--- config.mk ---
export PLATFORM = sky130hd
export DESIGN_NAME = mct_timer
export DESIGN_NICKNAME = d
export VERILOG_FILES = /design/src/hw/mct_pkg.sv /design/src/hw/mct_timer.sv
export SDC_FILE = /design/constraint.sdc
export NUM_CORES = 1
export LEC_CHECK = 0
export BUFFER_PORTS_ARGS = -buffer_cell sky130_fd_sc_hd__buf_4
export CAP_MARGIN = 20
export CORE_MARGIN = 3
export CORE_UTILIZATION = 39
export DETAILED_ROUTE_END_ITERATION = 6
export PLACE_DENSITY_LB_ADDON = 0.2
export SYNTH_ARGS = -nofsm -noshare
export SYNTH_HDL_FRONTEND = slang
export SYNTH_SLANG_ARGS = --single-unit
--- constraint.sdc ---
create_clock -name i_clk -period 3.3 [get_ports i_clk]
set_input_delay 0.66 -clock i_clk [delete_from_list [all_inputs] [get_ports i_clk]]
set_output_delay 0.66 -clock i_clk [all_outputs]
set_load 0.05 [all_outputs]
--- src/hw/mct_pkg.sv ---
// Package for the match/capture timer: register map, fields, reset values
package mct_pkg;

  // ****************************************************************
  // Register offsets (byte addresses on the plain register port)
  // ****************************************************************
  localparam int ADDR_W = 8;
  localparam logic [7:0] OFS_CTRL = 8'h00;
  localparam logic [7:0] OFS_COUNT = 8'h04;
  localparam logic [7:0] OFS_PRESC = 8'h08;
  localparam logic [7:0] OFS_PCOUNT = 8'h0C;
  localparam logic [7:0] OFS_MCTRL = 8'h10;
  localparam logic [7:0] OFS_CCTRL = 8'h14;
  localparam logic [7:0] OFS_EXTM = 8'h18;
  localparam logic [7:0] OFS_PWM = 8'h1C;
  localparam logic [7:0] OFS_CLR = 8'h20;
  localparam logic [7:0] OFS_MATCH0 = 8'h40;
  localparam logic [7:0] OFS_ACTIVE0 = 8'h50;
  localparam logic [7:0] OFS_CAP0 = 8'h60;
  localparam logic [7:0] OFS_STRIDE = 8'h04;

  // ****************************************************************
  // Field positions
  // ****************************************************************
  localparam int CTRL_EN = 0;
  localparam int CTRL_CRST = 1;
  localparam int CTRL_MODE = 2;
  localparam int CTRL_EDGE = 3;
  localparam int MC_INT = 0;
  localparam int MC_RST = 1;
  localparam int MC_STOP = 2;
  localparam int MC_RELOAD = 12;
  localparam int MC_DMA = 16;
  localparam int CC_RISE = 0;
  localparam int CC_FALL = 1;
  localparam int CC_INT = 2;
  localparam int EM_ACT = 4;
  localparam int CLR_EN = 0;
  localparam int CLR_CH = 1;
  localparam int CLR_FALL = 3;

  // ****************************************************************
  // Writable bits and reset values
  // ****************************************************************
  localparam logic [31:0] MSK_CTRL = 32'h0000001F;
  localparam logic [31:0] MSK_MCTRL = 32'h0003FFFF;
  localparam logic [31:0] MSK_CCTRL = 32'h00000FFF;
  localparam logic [31:0] MSK_EXTM = 32'h00000FFF;
  localparam logic [31:0] MSK_PWM = 32'h00000007;
  localparam logic [31:0] MSK_CLR = 32'h0000000F;
  localparam logic [31:0] RST_REG = 32'h00000000;

  // Action of a match output pin on its match
  typedef enum logic [1:0] {
    MCT_ACT_NONE,
    MCT_ACT_LOW,
    MCT_ACT_HIGH,
    MCT_ACT_TOGGLE
  } mct_act_type;

endpackage

--- src/hw/mct_timer.sv ---
// Match/capture timer: 32-bit count, prescaler, four matches and captures
//
// Chosen here: the register addresses and the plain strobed port.
`timescale 1ns/1ps

module mct_timer #(
  parameter int unsigned CNT_W = 32
) (
  // Clock and reset
  input wire logic i_clk,
  input wire logic i_srst,
  // Register port
  input wire logic [mct_pkg::ADDR_W-1:0] i_addr,
  input wire logic [31:0] i_wdata,
  input wire logic i_wr,
  input wire logic i_rd,
  output logic [31:0] o_rdata,
  // External clock and capture pins
  input wire logic i_ext_clk,
  input wire logic [3:0] i_cap,
  // Match pins, event requests
  output logic [3:0] o_match,
  output logic [3:0] o_match_irq,
  output logic [3:0] o_cap_irq,
  output logic [1:0] o_dma_req
);

  // ****************************************************************
  // Elaboration checks
  // ****************************************************************
  if (CNT_W < 8 || CNT_W > 32) begin : g_bad_width
    $error("CNT_W must lie between 8 and 32");
  end

  // ****************************************************************
  // State
  // ****************************************************************
  typedef struct packed {
    logic [31:0] ctrl;
    logic [31:0] mctrl;
    logic [31:0] cctrl;
    logic [31:0] extm;
    logic [31:0] pwm;
    logic [31:0] clr;
    logic [31:0] pr;
    logic [31:0] pc;
    logic [CNT_W-1:0] tc;
    logic [3:0][CNT_W-1:0] shadow;
    logic [3:0][CNT_W-1:0] active;
    logic [3:0][CNT_W-1:0] cap;
    logic [3:0] cap_prev;
    logic ext_prev;
    logic [3:0] m_irq;
    logic [3:0] c_irq;
    logic [1:0] dma;
    logic [31:0] rdata;
  } mct_state_type;

  mct_state_type q;
  mct_state_type d;

  // Address of channel i inside a block of four words
  function automatic logic [7:0] mct_chan_addr(input logic [7:0] base,
                                               input int idx);
    mct_chan_addr = 8'(base + 8'(idx * 4));
  endfunction

  // ****************************************************************
  // Decoded fields and events
  // ****************************************************************
  logic en;
  logic crst;
  logic mode;
  logic [1:0] edge_sel;
  logic ext_edge;
  logic tick;
  logic step;
  logic [3:0] hit;
  logic [3:0] m_int;
  logic [3:0] m_rst;
  logic [3:0] m_stop;
  logic [3:0] m_reload;
  logic [3:0] cap_evt;
  logic [3:0] c_int;
  logic [1:0] clr_ch;
  logic clr_evt;
  logic any_rst;
  logic any_stop;
  logic reload_pt;
  logic wr_count;

  // Control and capture-clear fields, count write strobe
  assign en = q.ctrl[mct_pkg::CTRL_EN];
  assign crst = q.ctrl[mct_pkg::CTRL_CRST];
  assign mode = q.ctrl[mct_pkg::CTRL_MODE];
  assign edge_sel = q.ctrl[mct_pkg::CTRL_EDGE +: 2];
  assign clr_ch = q.clr[mct_pkg::CLR_CH +: 2];
  assign wr_count = i_wr && (i_addr == mct_pkg::OFS_COUNT);

  // timer or counter
  // External clock is taken as synchronous; edges found against last sample
  assign ext_edge = (edge_sel[0] & i_ext_clk & ~q.ext_prev) |
                    (edge_sel[1] & ~i_ext_clk & q.ext_prev);
  assign tick = en & ~crst & (mode ? ext_edge : 1'b1);
  assign step = tick & (q.pc == q.pr);

  // Per-channel match and capture decode
  for (genvar i = 0; i < 4; i++) begin : g_chan
    assign m_int[i] = q.mctrl[3*i + mct_pkg::MC_INT];
    assign m_rst[i] = q.mctrl[3*i + mct_pkg::MC_RST];
    assign m_stop[i] = q.mctrl[3*i + mct_pkg::MC_STOP];
    assign m_reload[i] = q.mctrl[mct_pkg::MC_RELOAD + i];
    assign c_int[i] = q.cctrl[3*i + mct_pkg::CC_INT];
    // match compare
    // Compared at the step so a match acts once per count value
    assign hit[i] = step & (q.tc == q.active[i]);
    assign cap_evt[i] =
      (q.cctrl[3*i + mct_pkg::CC_RISE] & i_cap[i] & ~q.cap_prev[i]) |
      (q.cctrl[3*i + mct_pkg::CC_FALL] & ~i_cap[i] & q.cap_prev[i]);
  end

  assign clr_evt = q.clr[mct_pkg::CLR_EN] &
    (q.clr[mct_pkg::CLR_FALL] ? (~i_cap[clr_ch] & q.cap_prev[clr_ch])
                              : (i_cap[clr_ch] & ~q.cap_prev[clr_ch]));
  assign any_rst = |(hit & m_rst);
  assign any_stop = |(hit & m_stop);
  // safe load point
  // Start of a new cycle, so a PWM edge is never cut short
  assign reload_pt = any_rst | crst;

  // ****************************************************************
  // Next state
  // ****************************************************************
  always_comb begin
    d = q;
    d.ext_prev = i_ext_clk;
    d.cap_prev = i_cap;
    // match irq
    // Irq pulses follow matches whatever the match action
    d.m_irq = hit & m_int;
    d.c_irq = cap_evt & c_int;
    d.dma = hit[1:0] & q.mctrl[mct_pkg::MC_DMA +: 2];

    if (tick) begin
      d.pc = step ? 32'h00000000 : q.pc + 32'h00000001;
    end
    if (step) begin
      if (any_rst) begin
        d.tc = '0;
      end else if (!any_stop) begin
        d.tc = CNT_W'(q.tc + 1'b1);
      end
    end
    if (any_stop) begin
      d.ctrl[mct_pkg::CTRL_EN] = 1'b0;
    end
    if (clr_evt || crst) begin
      d.tc = '0;
      d.pc = 32'h00000000;
    end

    for (int i = 0; i < 4; i++) begin
      if (cap_evt[i]) begin
        d.cap[i] = q.tc;
      end
      if (!m_reload[i] || reload_pt) begin
        d.active[i] = q.shadow[i];
      end
      // single-edge PWM
      // Cycle start drives low, own match drives high; start wins a tie
      if (i < 3 && q.pwm[i]) begin
        if (hit[i]) begin
          d.extm[i] = 1'b1;
        end
        if (any_rst) begin
          d.extm[i] = 1'b0;
        end
      end else if (hit[i]) begin
        case (q.extm[mct_pkg::EM_ACT + 2*i +: 2])
          mct_pkg::MCT_ACT_LOW: d.extm[i] = 1'b0;
          mct_pkg::MCT_ACT_HIGH: d.extm[i] = 1'b1;
          mct_pkg::MCT_ACT_TOGGLE: d.extm[i] = ~q.extm[i];
          default: d.extm[i] = q.extm[i];
        endcase
      end
    end

    // Register writes land after hardware updates so software wins
    if (i_wr) begin
      if (i_addr == mct_pkg::OFS_CTRL) begin
        d.ctrl = i_wdata & mct_pkg::MSK_CTRL;
      end else if (i_addr == mct_pkg::OFS_COUNT) begin
        d.tc = i_wdata[CNT_W-1:0];
      end else if (i_addr == mct_pkg::OFS_PRESC) begin
        d.pr = i_wdata;
      end else if (i_addr == mct_pkg::OFS_MCTRL) begin
        d.mctrl = i_wdata & mct_pkg::MSK_MCTRL;
      end else if (i_addr == mct_pkg::OFS_CCTRL) begin
        d.cctrl = i_wdata & mct_pkg::MSK_CCTRL;
      end else if (i_addr == mct_pkg::OFS_EXTM) begin
        d.extm = i_wdata & mct_pkg::MSK_EXTM;
      end else if (i_addr == mct_pkg::OFS_PWM) begin
        d.pwm = i_wdata & mct_pkg::MSK_PWM;
      end else if (i_addr == mct_pkg::OFS_CLR) begin
        d.clr = i_wdata & mct_pkg::MSK_CLR;
      end
      for (int i = 0; i < 4; i++) begin
        if (i_addr == mct_chan_addr(mct_pkg::OFS_MATCH0, i)) begin
          d.shadow[i] = i_wdata[CNT_W-1:0];
        end
      end
    end

    // Read data stand only in the cycle after the strobe
    d.rdata = 32'h00000000;
    if (i_rd) begin
      if (i_addr == mct_pkg::OFS_CTRL) begin
        d.rdata = q.ctrl;
      end else if (i_addr == mct_pkg::OFS_COUNT) begin
        d.rdata = 32'(q.tc);
      end else if (i_addr == mct_pkg::OFS_PRESC) begin
        d.rdata = q.pr;
      end else if (i_addr == mct_pkg::OFS_PCOUNT) begin
        d.rdata = q.pc;
      end else if (i_addr == mct_pkg::OFS_MCTRL) begin
        d.rdata = q.mctrl;
      end else if (i_addr == mct_pkg::OFS_CCTRL) begin
        d.rdata = q.cctrl;
      end else if (i_addr == mct_pkg::OFS_EXTM) begin
        d.rdata = q.extm;
      end else if (i_addr == mct_pkg::OFS_PWM) begin
        d.rdata = q.pwm;
      end else if (i_addr == mct_pkg::OFS_CLR) begin
        d.rdata = q.clr;
      end
      for (int i = 0; i < 4; i++) begin
        if (i_addr == mct_chan_addr(mct_pkg::OFS_MATCH0, i)) begin
          d.rdata = 32'(q.shadow[i]);
        end else if (i_addr == mct_chan_addr(mct_pkg::OFS_ACTIVE0, i)) begin
          d.rdata = 32'(q.active[i]);
        end else if (i_addr == mct_chan_addr(mct_pkg::OFS_CAP0, i)) begin
          d.rdata = 32'(q.cap[i]);
        end
      end
    end
  end

  // State register; every field clears to zero
  always_ff @(posedge i_clk) begin
    if (i_srst) begin
      q <= '0;
    end else begin
      q <= d;
    end
  end

  // Outputs straight from the state register
  assign o_rdata = q.rdata;
  assign o_match = q.extm[3:0];
  assign o_match_irq = q.m_irq;
  assign o_cap_irq = q.c_irq;
  assign o_dma_req = q.dma;
endmodule // mct_timer

==> flow_metrics.py, run 1 <==
metrics = {
    "detailed_routing": {
        "viasPerCell": 5.823,
        "ant_nets": 0,
        "topRoutingLayerUsed": "met5",
        "drt_iter0_drc": 3434,
        "wl_per_cell_um": 25.69,
        "wl_met3_um": 9250,
        "route.met2.wl_um": 52350,
        "detailedRoute.firstPassIterationCount": 7,
        "detail_route.drc_violations": 2,
        "dr_total_vias": 26170,
        "met1_length_um": 47460,
        "finalWirelength_um": 115400,
    },
    "synth": {
        "yosys.area.top_type": "sky130_fd_sc_hd__dfxtp_1",
        "synth-main-ff-cell": "sky130_fd_sc_hd__dfxtp_1",
        "ys_warn_count": 0,
        "synth_fp_nets": 3500,
        "post-synth-top-count-cell": "sky130_fd_sc_hd__nand2_1",
        "synthTopCellsByCount": "sky130_fd_sc_hd__nand2_1 (752), sky130_fd_sc_hd__dfxtp_1 (581), sky130_fd_sc_hd__a21oi_1 (405)",
        "ys_ff_latch": 581,
        "netlist_instances": 3449,
        "number_of_enable_flip_flop_cells_after_synthesis": 0,
        "netlist-cell-type-count": 74,
        "average_instance_area_after_synthesis_um2": 7.954,
        "synth_largest_type_area_fraction_pct": 42.40,
        "async_reset_ff_share_pct": 0,
        "synth-seq-area-share_pct": 42.40,
        "ranking_of_synthesized_cells_by_area": "sky130_fd_sc_hd__dfxtp_1 (42%), sky130_fd_sc_hd__nand2_1 (10%), sky130_fd_sc_hd__a21oi_1 (7.4%)",
        "syn-cell-area_mm2": 0.02743,
    },
    "floorplanning": {
        "fp.dieW_um": 271.2,
        "fp.dieArea_mm2": 0.07356,
        "die_h_um": 271.2,
        "io-pin-count": 95,
        "core_area_mm2": 0.06919,
        "fp-row-count": 96,
        "initial_core_util_pct": 39.65,
    },
    "sta": {
        "layout_worst_path_cycle_share_pct": 92.35,
        "worst_tran_pin_value_ps": 963.1,
        "worst_clock_skew_ps": 30.22,
        "grt_setup_unrepaired": "false",
        "finalSetupViolations": 0,
        "final_period_minus_worst_setup_slack_ps": 3048,
        "maxSlewViolCount": 0,
        "finalHoldViolCount": 0,
        "max_slew_margin_pct": 35.79,
        "fmaxAchievable_mhz": 328.1,
    },
    "critical_path": {
        "slowest_stage": "sky130_fd_sc_hd__dfxtp_1",
        "crit_path_max_incr_delay_ps": 650,
        "critPathLaunch": "q[444]",
        "critical_path_class": "flip-flop to flip-flop",
        "worst-path-buf-inv": 3,
        "crit_chain": "xnor2_1 > nand4_1 > nor4_1 > buf_4 > nand3_1 > nand4_1 > buf_12 > nand2b_1 > nand2_1 > buf_12 > o21ai_0",
        "r2r_setup_slack_ps": 250,
        "top_cell_family_by_delay_on_the_critical_path": "simple AND/OR/NAND/NOR gates",
        "worstRegToRegCells": 11,
        "timing.critical_path.fanout_max": 32,
        "critPathArrivalTime_ps": 3530,
        "worst-path-stages": 11,
        "worstSetupEndpoint": "q[450]",
        "rr_startpoint": "q[444]",
        "timing.critical_path.from_type": "flip-flop",
        "cp.required_ps": 3790,
        "crit_path_end_kind": "flip-flop",
        "regToRegEndpoint": "q[450]",
    },
    "place": {
        "numPortBuffers": 94,
        "dp_hpwl_um": 82630,
        "place.gp.congestion": 0.9745,
        "placed_cell_areas_mm2": 0.02997,
        "placed_cells_incl_taps": 4374,
    },
    "global_route": {
        "pin_count_of_the_biggest_net_entering_global_routing": 173,
        "congestion_overflow_gr": 0,
        "grt_util_all_layers_pct": 30.24,
        "grt_first_pass_wirelength_um": 166900,
        "antenna_found_initial": 2,
        "via_count_of_the_first_global_routing_pass": 24110,
    },
    "clocking": {
        "cts-buffers-inserted": 68,
        "cts_hold_buffers": 0,
        "clkTransAtPathRegs_ps": 60,
        "cts.root.buffer_cell": "sky130_fd_sc_hd__clkbuf_16",
        "cts_resized": 0,
        "cts_htree_levels": 3,
        "cts_tree": "yes",
        "clock_sink_count": 581,
        "cts.repair_timing.setup_buffer_count": 0,
        "cts_buffer_depth": 3,
        "worst_skew_pair.late_latency_ps": 630,
    },
    "cells_and_area": {
        "fill_cells": 6976,
        "design.final.nets": 3564,
        "share_of_post_route_cells_with_drive_strength_above_1_pct": 13.13,
        "areaGrowthSynthToFinish_pct": 16.93,
        "diodes": 0,
        "number_of_standard_cells_in_the_final_layout_excluding_fillers": 4494,
        "final_cell_area_mm2": 0.03208,
    },
    "outcome": {
        "violations_in_the_final_reports": "design-rule violations",
        "status": "complete, but fails checks",
    },
    "pwr": {
        "cellPowerDensity_mw_per_mm2": 465.1,
        "ir_worst_vdd_mv": 0.2994,
        "total_power_uw": 14920,
        "leakage_uw": 0.01083,
    },
    "hold_path": {
        "hold_path_class": "primary input to flip-flop",
    },
    "job": {
        "maxCapViolations": 0,
    },
}
## flip-flops by register name, indices dropped and copies added, names as in the netlist, 4 cells and up
| signal | cells |
|---|---|
| c_int | 4 |
| m_int | 4 |
| m_reload | 4 |
| m_rst | 4 |
| m_stop | 4 |
| o_cap_irq | 4 |
| o_match | 4 |
| o_match_irq | 4 |
| o_rdata | 32 |
| q | 508 |
## worst min path at each step
stage | from | to | slack, ps | cells past startpoint
finish | i_ext_clk | q[42] | 270 | 2
global route | i_ext_clk | q[42] | 280 | 2
CTS | i_ext_clk | q[42] | 260 | 2
detailed placement | q[172] | q[172] | 440 | 2
global placement | q[147] | q[147] | 440 | 2
floorplan | q[147] | q[147] | 430 | 2
## cells by family (layout without fill, tap and decap cells)
family / count (synthesis) / in the layout / share of synthesized area (%)
multiplexers: 168 / 168 / 6.239
adder cells (fa/ha/maj): 2 / 2 / 0.09120
flip-flops: 581 / 581 / 42.40
AO/OA/AOI/OAI: 762 / 762 / 16.76
XOR/XNOR: 222 / 222 / 7.087
buffers and inverters: 352 / 466 / 5.865
AND/OR/NAND/NOR: 1362 / 1362 / 21.56
## final cells by class
class	count	area, um^2	share of cell area, %
sequential	581	11630	36.26
multi-input combinational	2516	14300	44.57
timing repair buffer	319	2769	8.632
tap	931	1165	3.631
inverter	27	101.3	0.3159
clock inverter	18	132.6	0.4134
clock buffer	102	1981	6.174
## power breakdown
| group | total (uW) | switching, uW | internal [uW] |
|---|---|---|---|
| Sequential | 7040 | 11.8 | 7020 |
| Clock | 7310 | 3140 | 4160 |
| Combinational | 578 | 424 | 155 |
| Total | 14900 | 3580 | 11300 |
## metal layers
layer | global-route usage, % | up-vias
li1 | - | 11970
met1 | 40.13 | 12660
met2 | 48.25 | 1258
met3 | 4.402 | 282
met4 | 14.70 | 2
met5 | 0 | -
## stage by stage
stage	hold slack (ps)	worst slack, ps	util (%)	setup TNS [ps]
after global routing	281.8	159.5	46.37	0
after floorplan	428.7	377.6	-	0
after CTS	255.3	312.2	46.37	0
final	268.9	252.4	46.37	0
after global placement	437.1	-40.62	43.29	-40.62
after detailed placement	443.3	-32.49	43.31	-46.81
## placed cells by master, fill, tap and decap left out, types with 9 or more instances in the layout
cell / n
sky130_fd_sc_hd__a211oi_1: 14
sky130_fd_sc_hd__a21oi_1: 401
sky130_fd_sc_hd__a221oi_1: 38
sky130_fd_sc_hd__a222oi_1: 10
sky130_fd_sc_hd__a22o_1: 14
sky130_fd_sc_hd__a22oi_1: 52
sky130_fd_sc_hd__a31oi_1: 14
sky130_fd_sc_hd__and2_1: 12
sky130_fd_sc_hd__and3_1: 15
sky130_fd_sc_hd__buf_12: 29
sky130_fd_sc_hd__buf_4: 288
sky130_fd_sc_hd__clkbuf_1: 20
sky130_fd_sc_hd__clkbuf_16: 69
sky130_fd_sc_hd__clkbuf_8: 13
sky130_fd_sc_hd__clkinv_2: 10
sky130_fd_sc_hd__dfxtp_1: 581
sky130_fd_sc_hd__inv_1: 26
sky130_fd_sc_hd__mux2i_1: 162
sky130_fd_sc_hd__nand2_1: 752
sky130_fd_sc_hd__nand2b_1: 19
sky130_fd_sc_hd__nand3_1: 57
sky130_fd_sc_hd__nand4_1: 64
sky130_fd_sc_hd__nor2_1: 298
sky130_fd_sc_hd__nor2_2: 9
sky130_fd_sc_hd__nor2b_1: 9
sky130_fd_sc_hd__nor3_1: 35
sky130_fd_sc_hd__nor4_1: 36
sky130_fd_sc_hd__o211ai_1: 11
sky130_fd_sc_hd__o21ai_0: 93
sky130_fd_sc_hd__o221ai_1: 24
sky130_fd_sc_hd__o22ai_1: 37
sky130_fd_sc_hd__xnor2_1: 198
sky130_fd_sc_hd__xor2_1: 24
No activity file was read; power rests on OpenSTA's default activity.
==> run 2: changes to the inputs <==
--- a/config.mk
+++ b/config.mk
@@ -7,7 +7,7 @@
 export LEC_CHECK = 0
 export BUFFER_PORTS_ARGS = -buffer_cell sky130_fd_sc_hd__buf_4
 export CAP_MARGIN = 20
-export CORE_MARGIN = 3
+export CORE_MARGIN = 8
 export CORE_UTILIZATION = 39
 export DETAILED_ROUTE_END_ITERATION = 6
 export PLACE_DENSITY_LB_ADDON = 0.2
==> flow_metrics.py, run 2 (synthesized netlist as in run 1, its figures left out) <==
metrics = {
    "outcome": {
        "status": "finished clean",
    },
    "clocking": {
        "cts_htree_levels": 3,
        "cts_tree": "yes",
        "cts-buffers-inserted": 66,
        "cts_buffer_depth": 3,
        "cts_hold_buffers": 0,
        "worst_skew_pair.late_latency_ps": 630,
        "cts.root.buffer_cell": "sky130_fd_sc_hd__clkbuf_16",
        "clkTransAtPathRegs_ps": 60,
        "cts_resized": 0,
        "clock_sink_count": 581,
        "cts.repair_timing.setup_buffer_count": 0,
    },
    "pwr": {
        "netSwitchingPower_uw": 3560,
        "comb_power_share_pct": 3.9,
        "p_int_uw": 11290,
        "netSwitchingFraction_pct": 23.98,
        "portion_of_total_power_attributed_to_sequential_cells_pct": 47.4,
        "cellPowerDensity_mw_per_mm2": 461.9,
        "leakage_uw": 0.01087,
        "ir_worst_vdd_mv": 0.3287,
        "power_frac_clock_pct": 48.7,
    },
    "critical_path": {
        "crit_path_max_incr_delay_ps": 630,
        "r2r_setup_slack_ps": 220,
        "timing.critical_path.from_type": "flip-flop",
        "rr_startpoint": "q[460]",
        "timing.critical_path.fanout_max": 12,
        "cp.required_ps": 3780,
        "critPathArrivalTime_ps": 3560,
        "critical_path_class": "flip-flop to flip-flop",
        "slowest_stage": "sky130_fd_sc_hd__dfxtp_1",
        "crit_chain": "buf_4 > xnor2_1 > nand4_1 > nor4_1 > buf_4 > nand3_1 > nand4_1 > buf_12 > a21oi_4 > buf_12 > mux2i_1 > nor2_1",
        "regToRegEndpoint": "q[242]",
        "crit_path_end_kind": "flip-flop",
        "worstRegToRegCells": 12,
    },
    "cells_and_area": {
        "layout_commonest_cell": "sky130_fd_sc_hd__nand2_1",
        "largest_register_ff_count": 508,
        "most-common-layout-cells": "sky130_fd_sc_hd__nand2_1 (752), sky130_fd_sc_hd__dfxtp_1 (581), sky130_fd_sc_hd__a21oi_1 (401)",
        "regMostFlops": "q",
        "areaGrowthSynthToFinish_pct": 17.17,
        "share_of_post_route_cells_with_drive_strength_above_1_pct": 13.19,
        "design.final.nets": 3568,
    },
    "global_route": {
        "via_count_of_the_first_global_routing_pass": 24360,
        "most_crowded_layer_gr": "met2",
        "grtUsageMet2_pct": 45.52,
        "congestion_overflow_gr": 0,
        "grt_first_pass_wirelength_um": 167600,
        "use_met1_pct": 37.11,
        "grt_util_all_layers_pct": 28.24,
        "antenna_found_initial": 0,
        "pin_count_of_the_biggest_net_entering_global_routing": 146,
        "use_met3_pct": 4.955,
    },
    "detailed_routing": {
        "detailedRoute.firstPassIterationCount": 7,
        "drt_iter0_drc": 3304,
        "viasPerCell": 5.819,
        "ant_nets": 0,
        "detail_route.drc_violations": 0,
        "finalWirelength_um": 115400,
        "wl_per_cell_um": 25.63,
        "dr_total_vias": 26210,
    },
    "hold_path": {
        "hp-start": "i_ext_clk",
        "worst_hold_path.num_cells": 2,
        "holdPathEnd": "q[42]",
        "hold_path_class": "primary input to flip-flop",
    },
    "floorplanning": {
        "initial_core_util_pct": 39.31,
        "io-pin-count": 95,
        "fp.dieW_um": 281.2,
        "fp.dieArea_mm2": 0.07908,
        "core_area_mm2": 0.06979,
        "fp-row-count": 97,
        "die_h_um": 281.2,
    },
    "sta": {
        "worst_clock_skew_ps": 28.39,
        "layout_worst_path_cycle_share_pct": 93.21,
        "maxSlewViolCount": 0,
        "tns_ps": 0,
        "finalSetupViolations": 0,
        "max_slew_margin_pct": 31.17,
        "worst_tran_pin_value_ps": 1029,
        "final_period_minus_worst_setup_slack_ps": 3076,
        "grt_setup_unrepaired": "false",
        "finalHoldViolCount": 0,
        "hold_ws_ps": 277.4,
        "fmaxAchievable_mhz": 325.1,
    },
    "place": {
        "dp_hpwl_um": 83050,
        "numPortBuffers": 94,
        "place.gp.congestion": 0.9832,
    },
    "job": {
        "maxCapViolations": 0,
    },
}
[run 2: cell count changes in the layout (fill, tap and decap cells not counted), sizes merged]
cell | before | now
clkinvlp | 2 | 1
clkbuf | 102 | 99
diode | 0 | 1
inv | 30 | 29
buf | 319 | 325
clkinv | 13 | 11
bufinv | 0 | 1
[run 2: per-layer routing]
layer  share of wire [%]  vias to the layer above
met3                 7.9                      273
met2                  46                     1215
met1                  41                    12740
met4                 4.7                        0
li1                    -                    11980
met5                   0                        -
[run 2: critical path, delay by kind of cell, from the launching register on]
family	cells	cell delay, ps
simple gates	5	1050
buf+inv	4	830
flops	1	630
xor+xnor	1	160
mux	1	150
compound gates	1	130
[run 2: power groups by stage]
stage	sequential (uW)	combinational (uW)	clock, uW
floorplan	7180	269	0
detailed placement	7190	571	0
finish	7030	582	7230
global placement	7190	574	0
global route	7030	599	7560
CTS	7030	574	7290
[run 2: cell type report]
class	instances	area (um^2)
Antenna cell	1	2.502
Clock inverter	15	151.4
Sequential cell	581	11630
Clock buffer	99	1916
Fill cell	6909	37640
Multi-Input combinational cell	2516	14310
Timing Repair Buffer	325	2860
Inverter	27	101.3
Tap cell	940	1176
[run 2: worst max path at each step]
stage / from / endpoint / depth (start not counted)
global route: q[460] / q[259] / 12
CTS: q[460] / q[279] / 12
detailed placement: i_addr[1] / o_rdata[6] / 12
finish: q[460] / q[242] / 12
global placement: i_addr[1] / o_rdata[8] / 12
floorplan: i_addr[2] / o_rdata[25] / 11
[run 2: through the flow]
stage	setup WS, ps	utilization (%)	power (uW)	std cells	instance area [um^2]
2_1_floorplan	377.6	-	7453	3449	27430
6_report	223.9	46.06	14850	4504	32140
3_5_place_dp	39.78	43.09	7762	4389	30070
3_3_place_gp	41.50	43.09	7764	4389	30070
4_1_cts	317.5	46.06	14900	4503	32140
5_1_grt	62.94	46.06	15190	4503	32140
